===== config.mk =====
export PLATFORM = sky130hd
export DESIGN_NAME = sfp_top
export DESIGN_NICKNAME = d
export VERILOG_FILES = /design/src/sfp_sync.v /design/src/sfp_protect.v /design/src/sfp_top.v
export VERILOG_INCLUDE_DIRS = /design/src /design/src/src
export SDC_FILE = /design/constraint.sdc
export NUM_CORES = 1
export LEC_CHECK = 0
export ABC_AREA = 1
export BUFFER_PORTS_ARGS = -buffer_cell sky130_fd_sc_hd__buf_2
export CORE_ASPECT_RATIO = 1.2
export CORE_MARGIN = 2
export CORE_UTILIZATION = 61
export CTS_BUF_LIST = sky130_fd_sc_hd__clkbuf_8
export DETAILED_ROUTE_END_ITERATION = 16
export GPL_ROUTABILITY_DRIVEN = 0
export GPL_TIMING_DRIVEN = 0
export HOLD_SLACK_MARGIN = 0.06
export PLACE_DENSITY = 0.82
export SLEW_MARGIN = 10
export SYNTH_ARGS = -nofsm -noshare
export SYNTH_HDL_FRONTEND = slang
export SYNTH_SLANG_ARGS = --single-unit
export TNS_END_PERCENT = 1

===== constraint.sdc =====
create_clock -name clk_i -period 5.6 [get_ports clk_i]
set_clock_uncertainty 0.05 [all_clocks]
set_input_delay 0.56 -clock clk_i [delete_from_list [all_inputs] [get_ports clk_i]]
set_output_delay 0.56 -clock clk_i [all_outputs]
set_load 0.01 [all_outputs]

===== src/sfp_map.vh =====
`ifndef SFP_MAP_VH
`define SFP_MAP_VH

// command codes
`define SFP_CMD_PERMIT     8'h06
`define SFP_CMD_REVOKE     8'h04
`define SFP_CMD_STAT_RD    8'h05
`define SFP_CMD_STAT_WR    8'h01
`define SFP_CMD_READ       8'h03
`define SFP_CMD_FAST_READ  8'h0b
`define SFP_CMD_DUAL_READ  8'h3b
`define SFP_CMD_PAGE_PROG  8'h02
`define SFP_CMD_BLK_ERASE  8'hd8
`define SFP_CMD_SEC_ERASE  8'h20
`define SFP_CMD_CHIP_ERA_A 8'hc7
`define SFP_CMD_CHIP_ERA_B 8'h60
`define SFP_CMD_PWR_DOWN   8'hb9
`define SFP_CMD_PWR_UP     8'hab

// status register layout
`define SFP_ST_BUSY        0
`define SFP_ST_PERMIT      1
`define SFP_ST_LEVEL_LO    2
`define SFP_ST_LEVEL_HI    5
`define SFP_ST_SPARE       6
`define SFP_ST_LOCK        7
`define SFP_ST_RST         8'h00
`define SFP_LEVEL_NONE     4'h0

// byte counts after which a sequence is complete, or held while the last header byte before output arrives
`define SFP_NB_STAT_WR     6'h02
`define SFP_NB_ADDR        6'h04
`define SFP_NB_PROG        6'h05
`define SFP_NB_RD_START    6'h03
`define SFP_NB_FRD_START   6'h04

// unmodelled array content
`define SFP_ERASED_BYTE    8'hff

// protect map limits
`define SFP_BLK_TOP        4'hf
`define SFP_BLK_14         4'he
`define SFP_BLK_12         4'hc
`define SFP_BLK_8          4'h8
`define SFP_SEC_LIM_9      8'hfd
`define SFP_SEC_LIM_10     8'hfb
`define SFP_SEC_LIM_11     8'hf7
`define SFP_SEC_LIM_12     8'hef
`define SFP_SEC_LIM_13     8'hdf
`define SFP_SEC_LIM_14     8'hbf

// synchroniser reset: select high, pause high, guard high
`define SFP_PIN_RST        5'h13

`endif


===== src/sfp_sync.v =====
`timescale 1ns/1ps
module sfp_sync #(
   parameter WIDTH = 5,
   parameter [WIDTH-1:0] RST_VAL = {WIDTH{1'b0}}
) (
   // clock and reset
   input  wire             clk_i,
   input  wire             arst_n_i,
   // asynchronous levels in, synchronised levels out
   input  wire [WIDTH-1:0] d_i,
   output reg  [WIDTH-1:0] q_o
);

   reg [WIDTH-1:0] meta_ff;

   always @(posedge clk_i or negedge arst_n_i) begin
      if (!arst_n_i) begin
         meta_ff <= RST_VAL;
         q_o     <= RST_VAL;
      end else begin
         meta_ff <= d_i;
         q_o     <= meta_ff;
      end
   end

endmodule


===== src/sfp_protect.v =====
`timescale 1ns/1ps
`include "sfp_map.vh"
module sfp_protect (
   // protect code and target address
   input  wire [3:0]  level_i,
   input  wire [23:0] addr_i,
   // address falls in the protected region
   output reg         prot_o
);

   wire [3:0] blk;
   wire [7:0] sec;

   assign blk = addr_i[19:16];
   assign sec = addr_i[19:12];

   always @* begin
      case (level_i)
         4'h0:    prot_o = 1'b0;
         4'h1:    prot_o = (blk == `SFP_BLK_TOP);
         4'h2:    prot_o = (blk >= `SFP_BLK_14);
         4'h3:    prot_o = (blk >= `SFP_BLK_12);
         4'h4:    prot_o = (blk >= `SFP_BLK_8);
         4'h5:    prot_o = 1'b1;
         4'h6:    prot_o = 1'b1;
         4'h7:    prot_o = 1'b1;
         4'h8:    prot_o = 1'b0;
         4'h9:    prot_o = (sec <= `SFP_SEC_LIM_9);
         4'ha:    prot_o = (sec <= `SFP_SEC_LIM_10);
         4'hb:    prot_o = (sec <= `SFP_SEC_LIM_11);
         4'hc:    prot_o = (sec <= `SFP_SEC_LIM_12);
         4'hd:    prot_o = (sec <= `SFP_SEC_LIM_13);
         4'he:    prot_o = (sec <= `SFP_SEC_LIM_14);
         default: prot_o = 1'b1;
      endcase
   end

endmodule


===== src/sfp_top.v =====
`timescale 1ns/1ps
`include "sfp_map.vh"
module sfp_top #(
   parameter [19:0] WRITE_CYC = 20'h00100,
   parameter [19:0] PROG_CYC  = 20'h00400,
   parameter [19:0] SEC_CYC   = 20'h01000,
   parameter [19:0] BLK_CYC   = 20'h02000,
   parameter [19:0] CHIP_CYC  = 20'h04000
) (
   // clock and reset
   input  wire        clk_i,
   input  wire        arst_n_i,
   // serial pins from the host
   input  wire        cs_n_i,
   input  wire        sck_i,
   input  wire        data_in_io0_line_i,
   input  wire        hold_n_i,
   input  wire        wp_n_i,
   // serial pins to the host
   output reg         serial_out_o,
   output reg         serial_out_oe_n_o,
   output reg         data_in_io0_line_o,
   output reg         data_in_io0_line_oe_n_o,
   // state visible to the surrounding chip
   output reg  [7:0]  status_o,
   output reg         op_start_o,
   output reg  [7:0]  op_code_o,
   output reg  [23:0] op_addr_o
);

   //-----------------------------------------------------------
   // pin synchronisation and edge detection
   //-----------------------------------------------------------
   wire [4:0] pins_s;
   wire       cs_n_s;
   wire       sck_s;
   wire       si_s;
   wire       hold_n_s;
   wire       wp_n_s;
   reg        sck_d_ff;
   reg        cs_n_d_ff;

   sfp_sync #(
      .WIDTH   (5),
      .RST_VAL (`SFP_PIN_RST)
   ) u_sync (
      .clk_i    (clk_i),
      .arst_n_i (arst_n_i),
      .d_i      ({cs_n_i, sck_i, data_in_io0_line_i, hold_n_i, wp_n_i}),
      .q_o      (pins_s)
   );

   assign cs_n_s   = pins_s[4];
   assign sck_s    = pins_s[3];
   assign si_s     = pins_s[2];
   assign hold_n_s = pins_s[1];
   assign wp_n_s   = pins_s[0];

   always @(posedge clk_i or negedge arst_n_i) begin
      if (!arst_n_i) begin
         sck_d_ff  <= 1'b0;
         cs_n_d_ff <= 1'b1;
      end else begin
         sck_d_ff  <= sck_s;
         cs_n_d_ff <= cs_n_s;
      end
   end

   wire sck_rise;
   wire sck_fall;
   wire cs_rise;

   assign sck_rise = sck_s & ~sck_d_ff;
   assign sck_fall = ~sck_s & sck_d_ff;
   assign cs_rise  = cs_n_s & ~cs_n_d_ff;

   //-----------------------------------------------------------
   // pause tracking
   //-----------------------------------------------------------
   // sampling the pause level only while the clock is low covers both the
   // edge-with-clock-low case and the wait for the next low clock
   reg paused_ff;
   reg nxt_paused;

   always @* begin
      if (cs_n_s)
         nxt_paused = 1'b0;
      else if (!sck_s)
         nxt_paused = ~hold_n_s;
      else
         nxt_paused = paused_ff;
   end

   always @(posedge clk_i or negedge arst_n_i) begin
      if (!arst_n_i)
         paused_ff <= 1'b0;
      else
         paused_ff <= nxt_paused;
   end

   //-----------------------------------------------------------
   // receive shifter
   //-----------------------------------------------------------
   reg  [2:0]  bit_idx_ff;
   reg  [5:0]  byte_cnt_ff;
   reg  [6:0]  rx_sr_ff;
   reg  [7:0]  cmd_ff;
   reg  [23:0] addr_ff;
   reg         out_ff;
   reg         dual_ff;
   reg         dp_ff;
   reg         busy_ff;
   wire [7:0]  rx_byte;
   wire        rx_take;
   wire        byte_done;
   wire        out_start;

   assign rx_byte   = {rx_sr_ff, si_s};
   // clock and data are don't-care while paused
   assign rx_take   = sck_rise & ~cs_n_s & ~paused_ff;
   assign byte_done = rx_take & (bit_idx_ff == 3'h7);

   // output phase begins after the last header byte of a read sequence
   assign out_start = byte_done & ~dp_ff & ~out_ff & (
      ((byte_cnt_ff == 6'h00) && (rx_byte == `SFP_CMD_STAT_RD)) ||
      (!busy_ff && (byte_cnt_ff == `SFP_NB_RD_START) &&
       (cmd_ff == `SFP_CMD_READ)) ||
      (!busy_ff && (byte_cnt_ff == `SFP_NB_FRD_START) &&
       ((cmd_ff == `SFP_CMD_FAST_READ) ||
        (cmd_ff == `SFP_CMD_DUAL_READ))));

   always @(posedge clk_i or negedge arst_n_i) begin
      if (!arst_n_i) begin
         bit_idx_ff  <= 3'h0;
         byte_cnt_ff <= 6'h00;
         rx_sr_ff    <= 7'h00;
         cmd_ff      <= 8'h00;
         addr_ff     <= 24'h000000;
         out_ff      <= 1'b0;
         dual_ff     <= 1'b0;
      end else if (cs_n_s) begin
         // deselect, paused or not, drops any partial sequence
         bit_idx_ff  <= 3'h0;
         byte_cnt_ff <= 6'h00;
         out_ff      <= 1'b0;
         dual_ff     <= 1'b0;
      end else if (rx_take) begin
         bit_idx_ff <= bit_idx_ff + 3'h1;
         rx_sr_ff   <= rx_byte[6:0];
         if (byte_done) begin
            if (byte_cnt_ff != 6'h3f)
               byte_cnt_ff <= byte_cnt_ff + 6'h01;
            case (byte_cnt_ff)
               6'h00:   cmd_ff <= rx_byte;
               6'h01:   addr_ff[23:16] <= rx_byte;
               6'h02:   addr_ff[15:8] <= rx_byte;
               6'h03:   addr_ff[7:0] <= rx_byte;
               default: addr_ff <= addr_ff;
            endcase
            if (out_start) begin
               out_ff  <= 1'b1;
               dual_ff <= (cmd_ff == `SFP_CMD_DUAL_READ);
            end
         end
      end
   end

   //-----------------------------------------------------------
   // status register and protection checks
   //-----------------------------------------------------------
   reg  [3:0]  level_ff;
   reg         lock_ff;
   reg         permit_ff;
   wire [7:0]  status_rd;
   wire        guard_n;
   wire        stat_locked;
   wire        prot_addr;
   wire        prot_blk;

   assign status_rd = {lock_ff, 1'b0, level_ff, permit_ff, busy_ff};
   // the guard pin has no meaning while a dual read is executing
   assign guard_n     = dual_ff ? 1'b1 : wp_n_s;
   assign stat_locked = lock_ff & ~guard_n;

   sfp_protect u_prot_addr (
      .level_i (level_ff),
      .addr_i  (addr_ff),
      .prot_o  (prot_addr)
   );

   // a block is refused if any of its sectors is protected; sector
   // protection always grows from sector 0, so the block base decides
   sfp_protect u_prot_blk (
      .level_i (level_ff),
      .addr_i  ({addr_ff[23:16], 16'h0000}),
      .prot_o  (prot_blk)
   );

   //-----------------------------------------------------------
   // command execution at deselect
   //-----------------------------------------------------------
   reg  [19:0] busy_cnt_ff;
   reg         exec_ok;
   reg  [19:0] exec_cyc;
   wire        exec;
   wire        aligned;
   wire        chip_erase;

   assign aligned    = (bit_idx_ff == 3'h0) && (byte_cnt_ff != 6'h00);
   assign exec       = cs_rise & ~paused_ff & aligned;
   assign chip_erase = (cmd_ff == `SFP_CMD_CHIP_ERA_A) ||
                       (cmd_ff == `SFP_CMD_CHIP_ERA_B);

   // decide whether a write-class command may start and for how long
   always @* begin
      exec_ok  = 1'b0;
      exec_cyc = WRITE_CYC;
      case (cmd_ff)
         `SFP_CMD_STAT_WR: begin
            exec_ok  = permit_ff & ~stat_locked &
                       (byte_cnt_ff >= `SFP_NB_STAT_WR);
            exec_cyc = WRITE_CYC;
         end
         `SFP_CMD_PAGE_PROG: begin
            exec_ok  = permit_ff & ~prot_addr &
                       (byte_cnt_ff >= `SFP_NB_PROG);
            exec_cyc = PROG_CYC;
         end
         `SFP_CMD_SEC_ERASE: begin
            exec_ok  = permit_ff & ~prot_addr &
                       (byte_cnt_ff == `SFP_NB_ADDR);
            exec_cyc = SEC_CYC;
         end
         `SFP_CMD_BLK_ERASE: begin
            exec_ok  = permit_ff & ~prot_blk &
                       (byte_cnt_ff == `SFP_NB_ADDR);
            exec_cyc = BLK_CYC;
         end
         default: begin
            if (chip_erase) begin
               exec_ok  = permit_ff &
                          (level_ff == `SFP_LEVEL_NONE) &
                          (byte_cnt_ff == 6'h01);
               exec_cyc = CHIP_CYC;
            end
         end
      endcase
   end

   always @(posedge clk_i or negedge arst_n_i) begin
      if (!arst_n_i) begin
         permit_ff   <= 1'b0;
         level_ff    <= 4'h0;
         lock_ff     <= 1'b0;
         busy_ff     <= 1'b0;
         busy_cnt_ff <= 20'h00000;
         dp_ff       <= 1'b0;
         op_start_o  <= 1'b0;
         op_code_o   <= 8'h00;
         op_addr_o   <= 24'h000000;
      end else begin
         op_start_o <= 1'b0;
         // the internal operation runs on regardless of the pause pin
         if (busy_ff) begin
            if (busy_cnt_ff == 20'h00001) begin
               busy_ff   <= 1'b0;
               permit_ff <= 1'b0;
            end
            busy_cnt_ff <= busy_cnt_ff - 20'h00001;
         end
         if (exec) begin
            if (dp_ff) begin
               if (cmd_ff == `SFP_CMD_PWR_UP)
                  dp_ff <= 1'b0;
            end else if (!busy_ff) begin
               case (cmd_ff)
                  `SFP_CMD_PERMIT:   permit_ff <= 1'b1;
                  `SFP_CMD_REVOKE:   permit_ff <= 1'b0;
                  `SFP_CMD_PWR_DOWN: dp_ff <= 1'b1;
                  default: begin
                     if (exec_ok) begin
                        busy_ff     <= 1'b1;
                        busy_cnt_ff <= exec_cyc;
                        op_start_o  <= 1'b1;
                        op_code_o   <= cmd_ff;
                        op_addr_o   <= addr_ff;
                        if (cmd_ff == `SFP_CMD_STAT_WR) begin
                           lock_ff  <= addr_ff[16+`SFP_ST_LOCK];
                           level_ff <= addr_ff[16+`SFP_ST_LEVEL_HI:
                                               16+`SFP_ST_LEVEL_LO];
                        end
                     end
                  end
               endcase
            end
         end
      end
   end

   //-----------------------------------------------------------
   // transmit shifter
   //-----------------------------------------------------------
   reg  [7:0] tx_sr_ff;
   reg  [2:0] tx_cnt_ff;
   reg        so_bit_ff;
   reg        io0_bit_ff;
   wire [7:0] tx_src;
   wire [7:0] tx_byte;
   wire       tx_step;

   // array contents are outside this block; reads return erased data
   assign tx_src  = (cmd_ff == `SFP_CMD_STAT_RD) ? status_rd : `SFP_ERASED_BYTE;
   assign tx_byte = (tx_cnt_ff == 3'h0) ? tx_src : tx_sr_ff;
   assign tx_step = sck_fall & out_ff & ~cs_n_s & ~paused_ff;

   always @(posedge clk_i or negedge arst_n_i) begin
      if (!arst_n_i) begin
         tx_sr_ff   <= 8'h00;
         tx_cnt_ff  <= 3'h0;
         so_bit_ff  <= 1'b0;
         io0_bit_ff <= 1'b0;
      end else if (!out_ff) begin
         tx_cnt_ff <= 3'h0;
      end else if (tx_step) begin
         so_bit_ff <= tx_byte[7];
         if (dual_ff) begin
            io0_bit_ff <= tx_byte[6];
            tx_sr_ff   <= {tx_byte[5:0], 2'b00};
            tx_cnt_ff  <= tx_cnt_ff + 3'h2;
         end else begin
            tx_sr_ff   <= {tx_byte[6:0], 1'b0};
            tx_cnt_ff  <= tx_cnt_ff + 3'h1;
         end
      end
   end

   //-----------------------------------------------------------
   // registered pin drivers
   //-----------------------------------------------------------
   wire drive_so;

   assign drive_so = out_ff & ~cs_n_s & ~paused_ff;

   always @(posedge clk_i or negedge arst_n_i) begin
      if (!arst_n_i) begin
         serial_out_o            <= 1'b0;
         serial_out_oe_n_o       <= 1'b1;
         data_in_io0_line_o      <= 1'b0;
         data_in_io0_line_oe_n_o <= 1'b1;
         status_o                <= `SFP_ST_RST;
      end else begin
         serial_out_o            <= so_bit_ff;
         serial_out_oe_n_o       <= ~drive_so;
         data_in_io0_line_o      <= io0_bit_ff;
         data_in_io0_line_oe_n_o <= ~(drive_so & dual_ff);
         status_o                <= status_rd;
      end
   end

endmodule


==> Yosys cells after proc, flatten, opt, wreduce, memory -nomap -nowiden <==
Cells that the tools add are included.
{ "totals": {"wordCells": 223, "latchBits": 0, "memories": 0, "output_inout_bits": 45, "reg_bits": 148, "rom_bits": 0, "ram_bits": 0, "input_bits": 7} }
{ "classes": {"add_sub_neg": 5, "reduce_logical": 33, "n_bitwise": 43, "div": 0, "n_eq_ne": 36, "n_shift": 0, "mux": 57, "n_mul": 0, "n_lt_le_gt_ge": 17} }
{ "op_table": {"columns": ["operator", "count"], "rows": [
  ["20-bit two-way mux", 6],
  ["8-bit less-or-equal comparator (second input constant)", 12],
  ["15-bit case mux with 4 select lines", 1],
  ["1-bit two-way mux", 33],
  ["4-bit equality test (second input constant)", 8],
  ["8-bit by 3-bit equality test with 1-bit output (second input constant)", 4],
  ["8-bit equality test (second input constant)", 4],
  ["1-bit bitwise AND", 27],
  ["6-bit two-way mux", 4],
  ["8-bit two-way mux", 3],
  ["1-bit case mux with 11 select lines", 2],
  ["20-bit by 1-bit equality test with 1-bit output (second input constant)", 1],
  ["20-bit by 1-bit subtractor with 20-bit output (second input constant)", 1],
  ["8-bit by 2-bit equality test with 1-bit output (second input constant)", 2],
  ["8-bit by 6-bit equality test with 1-bit output (second input constant)", 2],
  ["1-bit inverter", 16],
  ["4-bit AND reduction", 4],
  ["15-bit two-way mux", 1],
  ["3-bit two-way mux", 5],
  ["6-bit by 2-bit equality test with 1-bit output (second input constant)", 2],
  ["4-bit >= comparator (second input constant)", 3],
  ["3-bit AND reduction", 3],
  ["4-bit by 2-bit equality test with 1-bit output (second input constant)", 2],
  ["8-bit by 1-bit equality test with 1-bit output (second input constant)", 1],
  ["other kinds (29)", 44]
]} }

==> Depth between registers and ports, before layout <==
{ "logic_depth": {"word_depth": 12, "mapped_depth": 14, "depth_no_buf": 14} }

==> Modules after synthesis <==
Synthesis repeated with hierarchy kept, for this count alone.
{ "hier_totals": {"cells_unflattened": 829, "hier_area_um2": 6934.2} }
{ "by_module_without_submodules": {"columns": ["mod", "instances", "area_each_um2", "cells_per_inst", "seq_area_each_um2"], "rows": [
  ["sfp_top", 1, 6288.5, 729, 3432.0],
  ["sfp_protect", 2, 193.9, 45, 0.0],
  ["sfp_sync", 1, 257.7, 10, 257.7]
]} }

==> Least setup slack after synthesis <==
OpenSTA, ideal clock, no wires.
{ "synth_path": {"path_type": "register -> register", "start": "register byte_cnt_ff[0]", "end": "register busy_cnt_ff[14]", "slack_ns": 3.729, "stages_incl_launch_ff": 13, "period_less_slack_ns": 1.871, "setup_ns": 0.117, "n_path_buf": 1, "arrival_time_ns": 1.704, "required_ns": 5.433, "cell_sequence": "dfrtp_1 > inv_1 > ha_1 > inv_1 > nor3_1 > nand3_1 > o21ai_1 > nand2_1 > nand3_2 > nand3_4 > buf_2 > o21ai_1 > inv_1"} }
{ "synth_via": {"elab_chain_cells": 9, "elab_cells_between_ends": 19, "cone_classes": "order compare: 2; eq/ne: 2; mux: 7; bitwise: 6; reduce/logical: 2"} }
{ "synth_lines": {"columns": ["element", "line_no", "text"], "rows": [
  ["start, declared", "sfp_top.v:105", "reg [5:0] byte_cnt_ff;"],
  ["start signal, assigned", "sfp_top.v:152", "byte_cnt_ff <= byte_cnt_ff + 6'h01;"],
  ["parallel branches: the longest is 8 deep, another holds 6-bit by 3-bit >= comparator with 1-bit output", null, null],
  ["20-bit two-way mux (*)", "sfp_top.v:271", "if (exec) begin"],
  ["end signal, assigned", "sfp_top.v:269", "busy_cnt_ff <= busy_cnt_ff - 20'h00001;"],
  ["end signal, assigned", "sfp_top.v:283", "busy_cnt_ff <= exec_cyc;"],
  ["end, declared", "sfp_top.v:202", "reg [19:0] busy_cnt_ff;"]
]} }
Mark *: on every way between the ends.
A chain may end at the register's enable or synchronous reset.

==> Worst setup path in the final report <==
Same ends and word-level chain as after synthesis.

==> flow_summary.ini <==
[placement]
placedCellCount = 954
placed_cell_area_um2 = 7070
hpwlAfterDp_um = 10500
port-buffer-count = 50

[timing]
hold_viol = 0
rsz0062_at_grt = false
period_minus_slack_ns = 2.23
hold_slack_ns = 0.0484
finalSetupViolCount = 0
tns_ns = 0
slew_viol_final = 0
finalCritPeriodShare_pct = 39.9
fmax_mhz = 448
relSlewSlack_pct = 54.1
tightest_slew_ns = 0.684

[die]
start_util_pct = 62.6
core-area_um2 = 10600
io_pins = 52
rows = 41
die-area_um2 = 11700
die_w_um = 99.1
die_h_um = 118

[cts]
cts_hold_buffers = 0
cts_inserted_buffers = 17
post_cts_buffers = 0
path_clk_slew_ns = 0.08
cts_resized = 0
root_buffer = clkbuf_8
cts-htree-levels = 4
clk_latency_ns = 0.44
tritoncts = yes
cts.path.max_buffers = 2
clkSinkCount = 147

[setup_path]
crit_type = reg2reg
crit_buf_inv = 4
reg2reg_depth = 12
path_depth = 12
setup.worst_path.start = byte_cnt_ff[0]
crit_fanout = 10
cpLargestDelayFamily = simple AND/OR/NAND/NOR gates
cpMaxStageDelayCell = dfrtp_1
arrival_ns = 2.52
cpPeakStageDelay_ns = 0.43
worstPathRequired_ns = 5.89
crit_path_end_kind = flip-flop
start_kind = flip-flop
path_cells = inv_1 -> ha_1 -> inv_1 -> nor3_1 -> nand3_1 -> o21ai_1 -> nand2_1 -> nand3_2 -> nand3_4 -> buf_2 -> o21ai_1 -> inv_1
cpMostUsedCell = inv_1
worstReg2RegStart = byte_cnt_ff[0]

[logic_synthesis]
synth_area_um2 = 6620
synth_top_area_share_pct = 52.2
yosysTopAreaCell = dfrtp_1
ys_warn_count = 0
avgSynthCellArea_um2 = 8.55
ys_top_cells_by_area = dfrtp_1 52%, nand2_1 13%, inv_1 5.0%
synth_edf_count = 0
ys_seq_area_share_pct = 55.7
synth_seq_cells = 147
synth.distinct_cells = 42
synth_cells = 774
synth_fp_nets = 793
ys.flop_type = dfrtp_1
ys_async_sr_fraction_pct = 100

[routing]
wl_per_cell_um = 14.6
vias = 5432
viasPerCell = 5.51
drc = 0
drtIter0Drc = 424
antenna_left = 0
drtPass1Iterations = 7
routed_wirelength_um = 14400

[grt]
grt_use_total_pct = 26.0
antenna_found_initial = 0
grt_max_degree = 83
overflow = 0
grt_pass1_wl_um = 24200
grt_pass1_vias = 5254

[cells_and_area]
syn_to_final_growth_pct = 12.1
drive_gt1_share_pct = 15.6
nNetsFinal = 863
finish.instance_area_um2 = 7420
regArea_um2 = 3690
fin_cells = 986
antenna_cells = 0
fill_cells = 802
multi_input_area_um2 = 2450

[outcome]
outcome = finished clean

[power_and_ir_drop]
max-vdd-ir-drop_mv = 0.161
leakagePower_nw = 4.00
powerDensity_nw_per_um2 = 257
total_power_mw = 1.90

[job]
maxCapViolCount = 0

[hold_path]
worstHoldPathType = in2async
## report_power, final
| group | switching (mW) | total [mW] | internal (mW) | leakage [nW] |
|---|---|---|---|---|
| Clock | 0.413 | 0.736 | 0.323 | 0.179 |
| Combinational | 0.0573 | 0.0747 | 0.0174 | 1.82 |
| Sequential | 0.0123 | 1.09 | 1.08 | 2.01 |
## layout make-up
cell class	count	area share [%]
sequential	147	49.7
multi-input combinational	507	33.0
inverter	105	5.35
timing repair buffer	51	3.83
clock buffer	18	3.34
tap	129	2.18
clock inverter	14	1.42
buffer	15	1.11
## cells in the mapped netlist, types with 7 or more instances
master and instances:
a21oi_1 14, dfrtp_1 138, dfstp_2 9, ha_1 12, inv_1 88, inv_2 15
nand2_1 231, nand3_1 29, nand4_1 11, nor2_1 66, nor3_1 14, nor4_1 7
o21ai_0 60, o21ai_1 12, xor2_1 8
## metrics by stage
stage / worst slack (ns) / util, %
2_1_floorplan: 3.73 / -
4_1_cts: 3.40 / 70.2
5_1_grt: 3.05 / 70.2
6_report: 3.37 / 70.2
3_5_place_dp: 3.41 / 66.9
3_3_place_gp: 2.04 / 66.5
## worst register-to-register path: stages (launching register included)
cell	delay, ns
dfrtp_1	0.43
inv_1	0.16
ha_1	0.18
inv_1	0.06
nor3_1	0.30
nand3_1	0.13
o21ai_1	0.09
nand2_1	0.07
nand3_2	0.12
nand3_4	0.15
buf_2	0.22
o21ai_1	0.13
inv_1	0.05
## kinds of logic (layout without fill, tap and decap cells)
group | Yosys count | in the layout | synth area share [%]
compound gates | 102 | 102 | 8.49
xor+xnor | 11 | 11 | 1.46
fa+ha+maj | 12 | 12 | 2.27
buf+inv | 120 | 203 | 7.24
flops | 147 | 147 | 55.7
mux | 4 | 4 | 0.605
other cells | 1 | 1 | 0.0566
simple gates | 377 | 377 | 24.2
## placed cells by master (no fill, tap or decap), types with 4 or more instances in the layout
cell type	synthesis	routed
a21oi_1	14	14
buf_2	6	55
clkbuf_1	6	6
clkbuf_8	0	18
dfrtp_1	138	138
dfstp_2	9	9
ha_1	12	12
inv_1	88	89
inv_2	15	15
inv_6	0	4
mux2i_1	4	4
nand2_1	231	231
nand3_1	29	29
nand4_1	11	11
nor2_1	66	66
nor2_2	5	5
nor3_1	14	14
nor4_1	7	7
o21ai_0	60	60
o21ai_1	12	12
o221ai_1	6	6
or2_2	4	4
xor2_1	8	8
## path summary, 6_finish.rpt
kind	end	slack (ns)
setup / recovery	busy_cnt_ff[14]	3.37
hold / removal	io0_bit_ff	0.05
setup reg to reg	busy_cnt_ff[14]	3.37
hold reg to reg	u_sync.q_o[3]	0.30
max in group asynchronous	op_addr_o[10]	4.68
min in group clk_i	u_sync.meta_ff[4]	0.16
## registers in the layout, summed over array words and instances, names as in the netlist, 3 cells and up
register and count:
op_addr_o 24, level_ff 4, tx_cnt_ff 3, byte_cnt_ff 6
addr_ff 24, u_sync.q_o 5, cmd_ff 8, tx_sr_ff 7
bit_idx_ff 3, rx_sr_ff 7, busy_cnt_ff 20, u_sync.meta_ff 5
op_code_o 8, status_o 7
## layer usage
layer	part of all wire (%)	vias to the layer above	global-route usage (%)	routed length [um]
li1	-	2609	-	-
met1	41	2599	33.4	5970
met2	50	182	42.5	7230
met3	5.1	42	5.52	737
met4	3.4	0	11.1	486
met5	0	-	0	0
No activity file was read; power rests on OpenSTA's default activity.
